### config.mk
export PLATFORM = sky130hd
export DESIGN_NAME = eight_bit_trigger_timer
export DESIGN_NICKNAME = d
export VERILOG_FILES = /design/src/hw/timer_pkg.sv /design/src/hw/eight_bit_trigger_timer.sv
export SDC_FILE = /design/constraint.sdc
export NUM_CORES = 1
export LEC_CHECK = 0
export ABC_AREA = 1
export BUFFER_PORTS_ARGS = -buffer_cell sky130_fd_sc_hd__buf_2
export CAP_MARGIN = 25
export CORE_AREA = 4 4 105 107
export DETAILED_ROUTE_END_ITERATION = 16
export DIE_AREA = 0 0 109 111
export PLACE_DENSITY_LB_ADDON = 0.1
export SLEW_MARGIN = 30
export SYNTH_ARGS = -nofsm -noshare
export SYNTH_HDL_FRONTEND = slang
export SYNTH_SLANG_ARGS = --single-unit
### constraint.sdc
create_clock -name clk_sys -period 3.8 [get_ports clk_sys]
set_clock_uncertainty 0.2 [all_clocks]
set_input_delay 0.76 -clock clk_sys [delete_from_list [all_inputs] [get_ports clk_sys]]
set_output_delay 0.76 -clock clk_sys [all_outputs]
set_load 0.01 [all_outputs]
### src/hw/timer_pkg.sv
// constants for the eight-bit trigger timer
package timer_pkg;
  // register byte offsets on the apb bus
  localparam logic [7:0] OFF_CTRL0 = 8'h00;
  localparam logic [7:0] OFF_CTRL1 = 8'h04;
  localparam logic [7:0] OFF_STAT = 8'h08;
  localparam logic [7:0] OFF_CNT = 8'h0C;
  localparam logic [7:0] OFF_CMPA = 8'h10;
  localparam logic [7:0] OFF_CMPB = 8'h14;
  // first_timer_control fields
  localparam int B_MATCH_IRQ_ENABLE_B = 7;
  localparam int B_MATCH_IRQ_ENABLE_A = 6;
  localparam int B_OVERFLOW_IRQ_ENABLE = 5;
  localparam int B_CCLR = 3;
  localparam int B_CKS = 0;
  localparam logic [7:0] CTRL0_RST = 8'h00;
  // second_timer_control fields
  localparam int B_TVEG = 3;
  localparam int B_TRIGGER_GATE_ENABLE = 2;
  localparam int B_CLOCK_SELECT_LOW = 0;
  localparam logic [7:0] CTRL1_RSVD = 8'hE2;
  localparam logic [7:0] CTRL1_WMASK = 8'h1D;
  localparam logic [7:0] CTRL1_RST = 8'h00;
  // timer_flag_output_register fields
  localparam int B_MATCH_FLAG_B = 7;
  localparam int B_MATCH_FLAG_A = 6;
  localparam int B_OVF = 5;
  localparam int B_OSB = 2;
  localparam int B_OSA = 0;
  localparam logic [7:0] STAT_RSVD = 8'h10;
  localparam logic [3:0] OS_RST = 4'h0;
  // counter and compare reset values, counter maximum
  localparam logic [7:0] CNT_RST = 8'h00;
  localparam logic [7:0] CMP_RST = 8'hFF;
  localparam logic [7:0] CNT_MAX = 8'hFF;
  // clear select codes
  localparam logic [1:0] CLR_A = 2'h1;
  localparam logic [1:0] CLR_B = 2'h2;
  localparam logic [1:0] CLR_PIN = 2'h3;
  // output select codes
  localparam logic [1:0] OS_LOW = 2'h1;
  localparam logic [1:0] OS_HIGH = 2'h2;
  localparam logic [1:0] OS_TOG = 2'h3;
  // trigger edge codes
  localparam logic [1:0] EDGE_RISE = 2'h1;
  localparam logic [1:0] EDGE_FALL = 2'h2;
  localparam logic [1:0] EDGE_BOTH = 2'h3;
  // clock select codes
  localparam logic [2:0] CKS_EXT_RISE = 3'h5;
  localparam logic [2:0] CKS_EXT_FALL = 3'h6;
  localparam logic [2:0] CKS_EXT_BOTH = 3'h7;
  // prescaler width: bit k toggles with period 2^(k+1) system clocks
  localparam int PRE_W = 7;
  // apb answer
  typedef enum logic [0:0] {BUS_WAIT = 1'b0, BUS_ACK = 1'b1} bus_state_t;
endpackage

### src/hw/eight_bit_trigger_timer.sv
// eight-bit up counter with two compares, trigger gate and apb registers
`timescale 1ns/1ps
`default_nettype none
module eight_bit_trigger_timer (
  // system
  input wire logic clk_sys,
  input wire logic resetn,
  // apb slave
  input wire logic psel,
  input wire logic penable,
  input wire logic pwrite,
  input wire logic [7:0] paddr,
  input wire logic [31:0] pwdata,
  output logic [31:0] prdata,
  output logic pready,
  output logic pslverr,
  // timer pins
  input wire logic trigger_input,
  input wire logic clear_input_pin,
  input wire logic externalClockPin,
  output logic timer_output_pin,
  // interrupt requests
  output logic overflowIrq,
  output logic matchIrqA,
  output logic matchIrqB
);
  import timer_pkg::*;

  ////////////////////////////////////////////////////////////////////////////
  function automatic logic isMapped(input logic [7:0] a);
    isMapped = (a == OFF_CTRL0) || (a == OFF_CTRL1) || (a == OFF_STAT) ||
      (a == OFF_CNT) || (a == OFF_CMPA) || (a == OFF_CMPB);
  endfunction

  // prescaler tap for the internal codes
  function automatic logic [2:0] divTap(input logic [1:0] cks, input logic icks);
    divTap = 3'({cks, 1'b0} - 3'h1 + {2'h0, icks});
  endfunction

  // output action of one match, 00 when that match is absent
  function automatic logic [1:0] osAct(input logic hit, input logic [1:0] sel);
    osAct = hit ? sel : 2'h0;
  endfunction

  ////////////////////////////////////////////////////////////////////////////
  logic [7:0] ctrl0;
  logic [7:0] ctrl1;
  logic [3:0] outSel;
  logic match_flag_a;
  logic match_flag_b;
  logic ovf;
  logic [2:0] armed;
  logic [7:0] cnt;
  logic [7:0] cmpA;
  logic [7:0] cmpB;
  logic [PRE_W-1:0] pre;
  logic intLevel;
  logic halted;
  logic [2:0] trgSync;
  logic [2:0] clrSync;
  logic [2:0] extSync;
  bus_state_t busState;

  logic [7:0] next_ctrl0;
  logic [7:0] next_ctrl1;
  logic [3:0] next_outSel;
  logic next_match_flag_a;
  logic next_match_flag_b;
  logic next_ovf;
  logic [2:0] next_armed;
  logic [7:0] next_cnt;
  logic [7:0] next_cmpA;
  logic [7:0] next_cmpB;
  logic [PRE_W-1:0] next_pre;
  logic next_intLevel;
  logic next_halted;
  logic [2:0] next_trgSync;
  logic [2:0] next_clrSync;
  logic [2:0] next_extSync;
  bus_state_t next_busState;
  logic [31:0] next_prdata;
  logic next_pslverr;
  logic next_pin;
  logic next_ovfIrq;
  logic next_irqA;
  logic next_irqB;

  logic done;
  logic wrEn;
  logic wrStat;
  logic wrCnt;
  logic wrCmpA;
  logic wrCmpB;
  logic [7:0] wd;
  logic [7:0] rdVal;
  logic [2:0] cks;
  logic [1:0] cclr;
  logic [1:0] tveg;
  logic trigger_gate_enable;
  logic curLevel;
  logic tick;
  logic inc;
  logic matchA;
  logic matchB;
  logic clrRise;
  logic trgEdge;
  logic clearNow;
  logic [1:0] actA;
  logic [1:0] actB;
  logic [2:0] flagClr;

  ////////////////////////////////////////////////////////////////////////////
  always_comb
  begin
    cks = ctrl0[B_CKS +: 3];
    cclr = ctrl0[B_CCLR +: 2];
    tveg = ctrl1[B_TVEG +: 2];
    trigger_gate_enable = ctrl1[B_TRIGGER_GATE_ENABLE];
    wd = pwdata[7:0];
    done = psel && penable && (busState == BUS_ACK);
    wrEn = done && pwrite;
    wrStat = wrEn && (paddr == OFF_STAT);
    wrCnt = wrEn && (paddr == OFF_CNT);
    wrCmpA = wrEn && (paddr == OFF_CMPA);
    wrCmpB = wrEn && (paddr == OFF_CMPB);

    // pins pass two flops, the third holds the previous sample
    next_trgSync = {trgSync[1], trgSync[0], trigger_input};
    next_clrSync = {clrSync[1], clrSync[0], clear_input_pin};
    next_extSync = {extSync[1], extSync[0], externalClockPin};
    clrRise = clrSync[1] && !clrSync[2];
    case (tveg)
      EDGE_RISE: trgEdge = trgSync[1] && !trgSync[2];
      EDGE_FALL: trgEdge = !trgSync[1] && trgSync[2];
      EDGE_BOTH: trgEdge = trgSync[1] ^ trgSync[2];
      default: trgEdge = 1'b0;
    endcase

    // one level for every source, so a high-to-low switch also counts, except into CKS_EXT_RISE or CKS_EXT_BOTH
    next_pre = pre + 1'b1;
    case (cks)
      3'h1, 3'h2, 3'h3: curLevel = pre[divTap(cks[1:0], ctrl1[B_CLOCK_SELECT_LOW])];
      CKS_EXT_RISE, CKS_EXT_FALL, CKS_EXT_BOTH: curLevel = extSync[1];
      default: curLevel = 1'b0;
    endcase
    next_intLevel = curLevel;
    case (cks)
      CKS_EXT_RISE: tick = extSync[1] && !extSync[2];
      CKS_EXT_BOTH: tick = extSync[1] ^ extSync[2];
      default: tick = intLevel && !curLevel;
    endcase
    inc = tick && (!trigger_gate_enable || !halted);

    // match in the last equal state, i.e. as the counter leaves it
    matchA = inc && (cnt == cmpA) && !wrCmpA;
    matchB = inc && (cnt == cmpB) && !wrCmpB;
    clearNow = ((cclr == CLR_A) && matchA) || ((cclr == CLR_B) && matchB) ||
      ((cclr == CLR_PIN) && clrRise);

    // clear beats write beats increment
    if (clearNow)
      next_cnt = CNT_RST;
    else if (wrCnt)
      next_cnt = wd;
    else if (inc)
      next_cnt = cnt + 8'h01;
    else
      next_cnt = cnt;

    // halt after any clear, restart on the trigger edge
    if (!trigger_gate_enable)
      next_halted = 1'b0;
    else if (clearNow)
      next_halted = 1'b1;
    else if (trgEdge)
      next_halted = 1'b0;
    else
      next_halted = halted;

    // output pin priority toggle > high > low
    actA = osAct(matchA, outSel[B_OSA +: 2]);
    actB = osAct(matchB, outSel[B_OSB +: 2]);
    if (actA == OS_TOG || actB == OS_TOG)
      next_pin = !timer_output_pin;
    else if (actA == OS_HIGH || actB == OS_HIGH)
      next_pin = 1'b1;
    else if (actA == OS_LOW || actB == OS_LOW)
      next_pin = 1'b0;
    else
      next_pin = timer_output_pin;

    // clear needs a prior read as one; a set in the same cycle wins
    flagClr = {3{wrStat}} & armed & ~{wd[B_MATCH_FLAG_B], wd[B_MATCH_FLAG_A], wd[B_OVF]};
    next_match_flag_b = (match_flag_b && !flagClr[2]) || matchB;
    next_match_flag_a = (match_flag_a && !flagClr[1]) || matchA;
    next_ovf = (ovf && !flagClr[0]) ||
      (inc && !clearNow && !wrCnt && cnt == CNT_MAX);
    next_armed = wrStat ? 3'h0 : armed;
    if (done && !pwrite && paddr == OFF_STAT)
      next_armed = next_armed | {prdata[B_MATCH_FLAG_B], prdata[B_MATCH_FLAG_A], prdata[B_OVF]};

    // interrupt lines follow flags and enables one cycle later
    next_ovfIrq = ovf && ctrl0[B_OVERFLOW_IRQ_ENABLE];
    next_irqA = match_flag_a && ctrl0[B_MATCH_IRQ_ENABLE_A];
    next_irqB = match_flag_b && ctrl0[B_MATCH_IRQ_ENABLE_B];

    next_ctrl0 = (wrEn && paddr == OFF_CTRL0) ? wd : ctrl0;
    next_ctrl1 = (wrEn && paddr == OFF_CTRL1) ? (wd & CTRL1_WMASK) : ctrl1;
    next_outSel = wrStat ? wd[3:0] : outSel;
    next_cmpA = wrCmpA ? wd : cmpA;
    next_cmpB = wrCmpB ? wd : cmpB;

    case (paddr)
      OFF_CTRL0: rdVal = ctrl0;
      OFF_CTRL1: rdVal = ctrl1 | CTRL1_RSVD;
      OFF_STAT: rdVal = {match_flag_b, match_flag_a, ovf, 1'b0, outSel} | STAT_RSVD;
      OFF_CNT: rdVal = cnt;
      OFF_CMPA: rdVal = cmpA;
      OFF_CMPB: rdVal = cmpB;
      default: rdVal = 8'h00;
    endcase

    // one wait state so read data and error come from flops
    next_busState = BUS_WAIT;
    next_prdata = prdata;
    next_pslverr = 1'b0;
    if (psel && penable && busState == BUS_WAIT)
    begin
      next_busState = BUS_ACK;
      next_prdata = {24'h000000, pwrite ? 8'h00 : rdVal};
      next_pslverr = !isMapped(paddr);
    end
  end

  ////////////////////////////////////////////////////////////////////////////
  always_ff @(posedge clk_sys)
  begin
    if (!resetn)
    begin
      ctrl0 <= CTRL0_RST;
      ctrl1 <= CTRL1_RST;
      outSel <= OS_RST;
      match_flag_a <= 1'b0;
      match_flag_b <= 1'b0;
      ovf <= 1'b0;
      armed <= 3'h0;
      cnt <= CNT_RST;
      cmpA <= CMP_RST;
      cmpB <= CMP_RST;
      pre <= '0;
      intLevel <= 1'b0;
      halted <= 1'b0;
      trgSync <= 3'h0;
      clrSync <= 3'h0;
      extSync <= 3'h0;
      busState <= BUS_WAIT;
      prdata <= 32'h00000000;
      pslverr <= 1'b0;
      timer_output_pin <= 1'b0;
      overflowIrq <= 1'b0;
      matchIrqA <= 1'b0;
      matchIrqB <= 1'b0;
    end
    else
    begin
      ctrl0 <= next_ctrl0;
      ctrl1 <= next_ctrl1;
      outSel <= next_outSel;
      match_flag_a <= next_match_flag_a;
      match_flag_b <= next_match_flag_b;
      ovf <= next_ovf;
      armed <= next_armed;
      cnt <= next_cnt;
      cmpA <= next_cmpA;
      cmpB <= next_cmpB;
      pre <= next_pre;
      intLevel <= next_intLevel;
      halted <= next_halted;
      trgSync <= next_trgSync;
      clrSync <= next_clrSync;
      extSync <= next_extSync;
      busState <= next_busState;
      prdata <= next_prdata;
      pslverr <= next_pslverr;
      timer_output_pin <= next_pin;
      overflowIrq <= next_ovfIrq;
      matchIrqA <= next_irqA;
      matchIrqB <= next_irqB;
    end
  end

  assign pready = (busState == BUS_ACK);
endmodule
`default_nettype wire

==> PnR_summary.wiki <==
{| class="wikitable"
! Metric !! Value
|-
| Run status || complete, no violations
|-
| Fraction of the mapped netlist area in compound gates || ~18%
|-
| Number of synthesized register bits || 78
|-
| Most frequent cell after synthesis || sky130_fd_sc_hd__nand2_1
|-
| Sequential group share of total power || 52.6%
|-
| Dominant cells by area after synthesis || sky130_fd_sc_hd__dfxtp_1, sky130_fd_sc_hd__nand2_1, sky130_fd_sc_hd__a21oi_1
|-
| Initial DRC Count || 223
|-
| Master cell of the clock root buffer || sky130_fd_sc_hd__clkbuf_8
|-
| Vias in the first global route || approximately 3300
|-
| Worst reg2reg setup slack || between 1 and 1.5 ns
|-
| Top_reg_cell synth || sky130_fd_sc_hd__dfxtp_1
|-
| H-tree levels || 3
|-
| Num ports || 86
|-
| TritonCTS clock tree || done
|-
| Switching share of power || 23.60%
|-
| Fraction of registers with async set/reset || 0%
|-
| Number of synthesis warnings || 0
|-
| Largest buffer count on any clock path || 2
|-
| Power share of the combinational group || 4.8%
|-
| Number of antenna violations at the first check in global routing || 0
|-
| Synth cell count leaders || sky130_fd_sc_hd__nand2_1, sky130_fd_sc_hd__dfxtp_1, sky130_fd_sc_hd__inv_1
|-
| Critical register-to-register path startpoint || ctrl1[0]$_SDFFE_PN0P_
|-
| Actual slew at the worst max-slew pin || about 0.8 ns
|-
| Global placer's final weighted congestion || 0.8554
|-
| Synth unique cells || 43
|-
| Switching power || 371.6 uW
|-
| Hold-fix buffer count after cts || 0
|-
| Area delta synth->final || 10.22%
|-
| Design internal power || 1.203 mW
|-
| Crit path max fanout || 12
|-
| Tcrit/Tclk final || between 60 and 70%
|-
| Footprint of the multi-input gates || 0.001991 mm^2
|-
| Post-synthesis cell count || around 530
|-
| Setup crit end kind || register
|-
| Global routing usage summed across all routing layers || 17.68%
|-
| Area share of fa/ha/maj cells after synthesis || 1.886%
|-
| Post-route ant nets || 0
|-
| Part of the total power dissipated in the clock network || 42.6%
|-
| Element type at the critical path start || input port
|-
| FMAX || 0.4001 GHz
|-
| Final total power || 1.575 mW
|-
| Post_cts resized || 0
|-
| Layout cell share with drive strength beyond 1 || between 10% and 20%
|-
| Timing startpoint of the critical path || paddr[1]
|-
| Period minus WS final || 2.499 ns
|-
| Hpwl dp || 7.636 mm
|-
| Clk sinks || 78
|-
| Number of flops mapped to enable cells by yosys || 0
|-
| Tightest slew margin relative to the limit || 47.57%
|-
| Via density per instance || 4.942
|-
| Arrival time worst endpoint || 2.50 ns
|-
| Global-route congestion overflow total || 0
|-
| Mean instance size in the synthesized netlist || 7.453 um^2
|-
| Largest family of logic cells by synthesized area || simple AND/OR/NAND/NOR gates
|-
| Number of diodes || 0
|-
| Clock transition at the registers of the reported paths || 0.08 ns
|-
| Hold path startpoint || clrSync[0]$_SDFF_PN0_
|-
| Sequential element share of the synthesized area || 39.23%
|-
| Filler Cell Count || 1084
|-
| Count of endpoints failing hold in the final timing report || 0
|-
| Max-slew violation total from the final report || 0
|-
| Area of the die || 0.01210 mm^2
|-
| Place WS || approximately 0.96 ns
|-
| Post-layout net count || 620
|-
| Setup repair after global routing missed its margin || false
|-
| Multiplexer area fraction after synthesis || 0%
|-
| Worst flop-to-flop path endpoint || cnt[5]$_SDFFE_PP0P_
|-
| Total via count after detailed routing || 3494
|-
| Largest net degree at the start of global routing || 48
|-
| Min-Delay Path Class || register to register
|-
| Final core utilization || 43.27%
|-
| Number of cells traversed by the worst hold path || 2
|-
| Max rail drop VDD || 0.0001654 V
|-
| Length of the first detailed-routing pass in iterations || 4
|-
| Power per unit of standard cell area || 359.0 mW/mm^2
|-
| Die width || 109 um
|-
| Share of the synthesized area in the top cell type || 39.23%
|-
| Min Hold Slack || 0.2173 ns
|-
| Leading area contributor after synthesis || sky130_fd_sc_hd__dfxtp_1
|-
| Drt drc || 0
|-
| Initial core utilization || around two fifths
|-
| Max Cap Viol || 0
|-
| Skew-Pair Late Insertion Delay || between 0.3 and 0.4 ns
|-
| Finish-stage setup viols || 0
|-
| Sequential cell area in the final layout || 0.001562 mm^2
|-
| R2R depth || 16
|-
| Number of core rows || 37
|-
| Number of buffers added for setup after CTS || 0
|-
| Total CTS buffers || 9
|-
| Final TNS setup || 0 ns
|-
| Static leakage || approximately 1.9 nW
|-
| Final Worst Setup Slack || about 1.3 ns
|-
| Area share of xor/xnor cells in the synthesized design || 3.741%
|-
| Critical Setup Path Class || input port to register
|-
| Core Area || approximately 0.010 mm^2
|-
| Die Y-Extent || between 100 and 150 um
|-
| Total wire length || ~10 mm
|-
| First-pass GRT wire length || roughly 17 mm
|-
| Number of buffers added on ports || 37
|-
| Endpoint with the worst hold slack || clrSync[1]$_SDFF_PN0_
|-
| Area share of and/or/nand/nor cells after synthesis || 24.17%
|-
| Per-cell routed wire length || 14.46 um
|-
| Combined area of all synthesized cells || between 0.003 and 0.004 mm^2
|-
| Data required time at the worst endpoint || 3.80 ns
|}
-- final cells by class --
class	instances	area share [%]
inverters	68	5.819
well taps	136	3.879
repair buffers	38	4.392
multi-input cells	371	45.38
clock buffers	12	3.765
flip-flops and latches	78	35.60
clock inverters	4	1.169
-- layout by cell type (no fill, tap or decap), drive strengths merged --
cell,instances
a21oi,50
a221oi,7
a22oi,2
a31oi,2
and2,1
buf,38
bufinv,1
clkbuf,12
clkinv,2
clkinvlp,1
conb,24
dfxtp,78
ha,6
inv,68
nand2,104
nand3,24
nand3b,1
nand4,12
nor2,45
nor3,9
nor3b,1
nor4,5
o2111ai,2
o211ai,15
o21ai,34
o221ai,4
o22ai,4
or2,2
xor2,17
-- state kept, by name (all words and copies together), names as in the netlist, 3 cells and up --
name and flops:
cmpA 8, cmpB 8, cnt 8, ctrl0 8
prdata 8, pre 7, ctrl1 4, outSel 4
armed 3, clrSync 3, extSync 3, trgSync 3
-- layer usage --
metal | GRT usage, % | vias to the layer above | part of all wire [%]
met5 | 0 | - | 0
met4 | 4.798 | 0 | 1.1
met3 | 4.252 | 11 | 5.6
met2 | 28.01 | 88 | 46
met1 | 23.84 | 1599 | 47
li1 | - | 1796 | -
-- through the flow --
step | std cells | instance area, um^2
detailed placement | 691 | 4170
floorplan | 557 | 4066
finish | 707 | 4387
global placement | 691 | 4170
global route | 707 | 4387
CTS | 707 | 4387
-- critical path: stages --
cell                      delay [ns]
sky130_fd_sc_hd__buf_2          0.09
sky130_fd_sc_hd__or2_4          0.26
sky130_fd_sc_hd__nor2_1         0.12
sky130_fd_sc_hd__nand3_1        0.26
sky130_fd_sc_hd__nor2_1         0.66
sky130_fd_sc_hd__inv_1          0.16
sky130_fd_sc_hd__nand2_1        0.10
sky130_fd_sc_hd__a21oi_1        0.07
-- how the worst max path moves through the flow --
| stage | slack [ns] | to | cells past startpoint |
|---|---|---|---|
| 2_1_floorplan | 1.60 | halted$_SDFFE_PN0P_ | 9 |
| 3_3_place_gp | 0.99 | armed[2]$_SDFF_PN0_ | 8 |
| 3_5_place_dp | 0.96 | armed[2]$_SDFF_PN0_ | 8 |
| 4_1_cts | 1.33 | ovf$_SDFF_PN0_ | 14 |
| 5_1_grt | 1.11 | cnt[5]$_SDFFE_PP0P_ | 16 |
| 6_report | 1.30 | armed[2]$_SDFF_PN0_ | 8 |
-- cells by family (layout without fill, tap and decap cells) --
| family | count (synthesis) | count (layout) |
|---|---|---|
| AOI/OAI and AO/OA | 120 | 120 |
| buffers and inverters | 108 | 122 |
| adders and majority gates | 6 | 6 |
| other | 1 | 24 |
| and+or+nand+nor | 204 | 204 |
| xor gates and xnor gates | 17 | 17 |
| DFF | 78 | 78 |
-- power by group through the flow --
| stage | Combinational [mW] | Sequential [mW] | Clock [mW] |
|---|---|---|---|
| 3_3_place_gp | 0.0751 | 0.848 | 0 |
| 4_1_cts | 0.0764 | 0.828 | 0.688 |
| 6_report | 0.0755 | 0.828 | 0.671 |
| 3_5_place_dp | 0.0761 | 0.848 | 0 |
| 2_1_floorplan | 0.0624 | 0.847 | 0 |
| 5_1_grt | 0.0860 | 0.829 | 0.726 |
No activity file was read; power rests on OpenSTA's default activity.
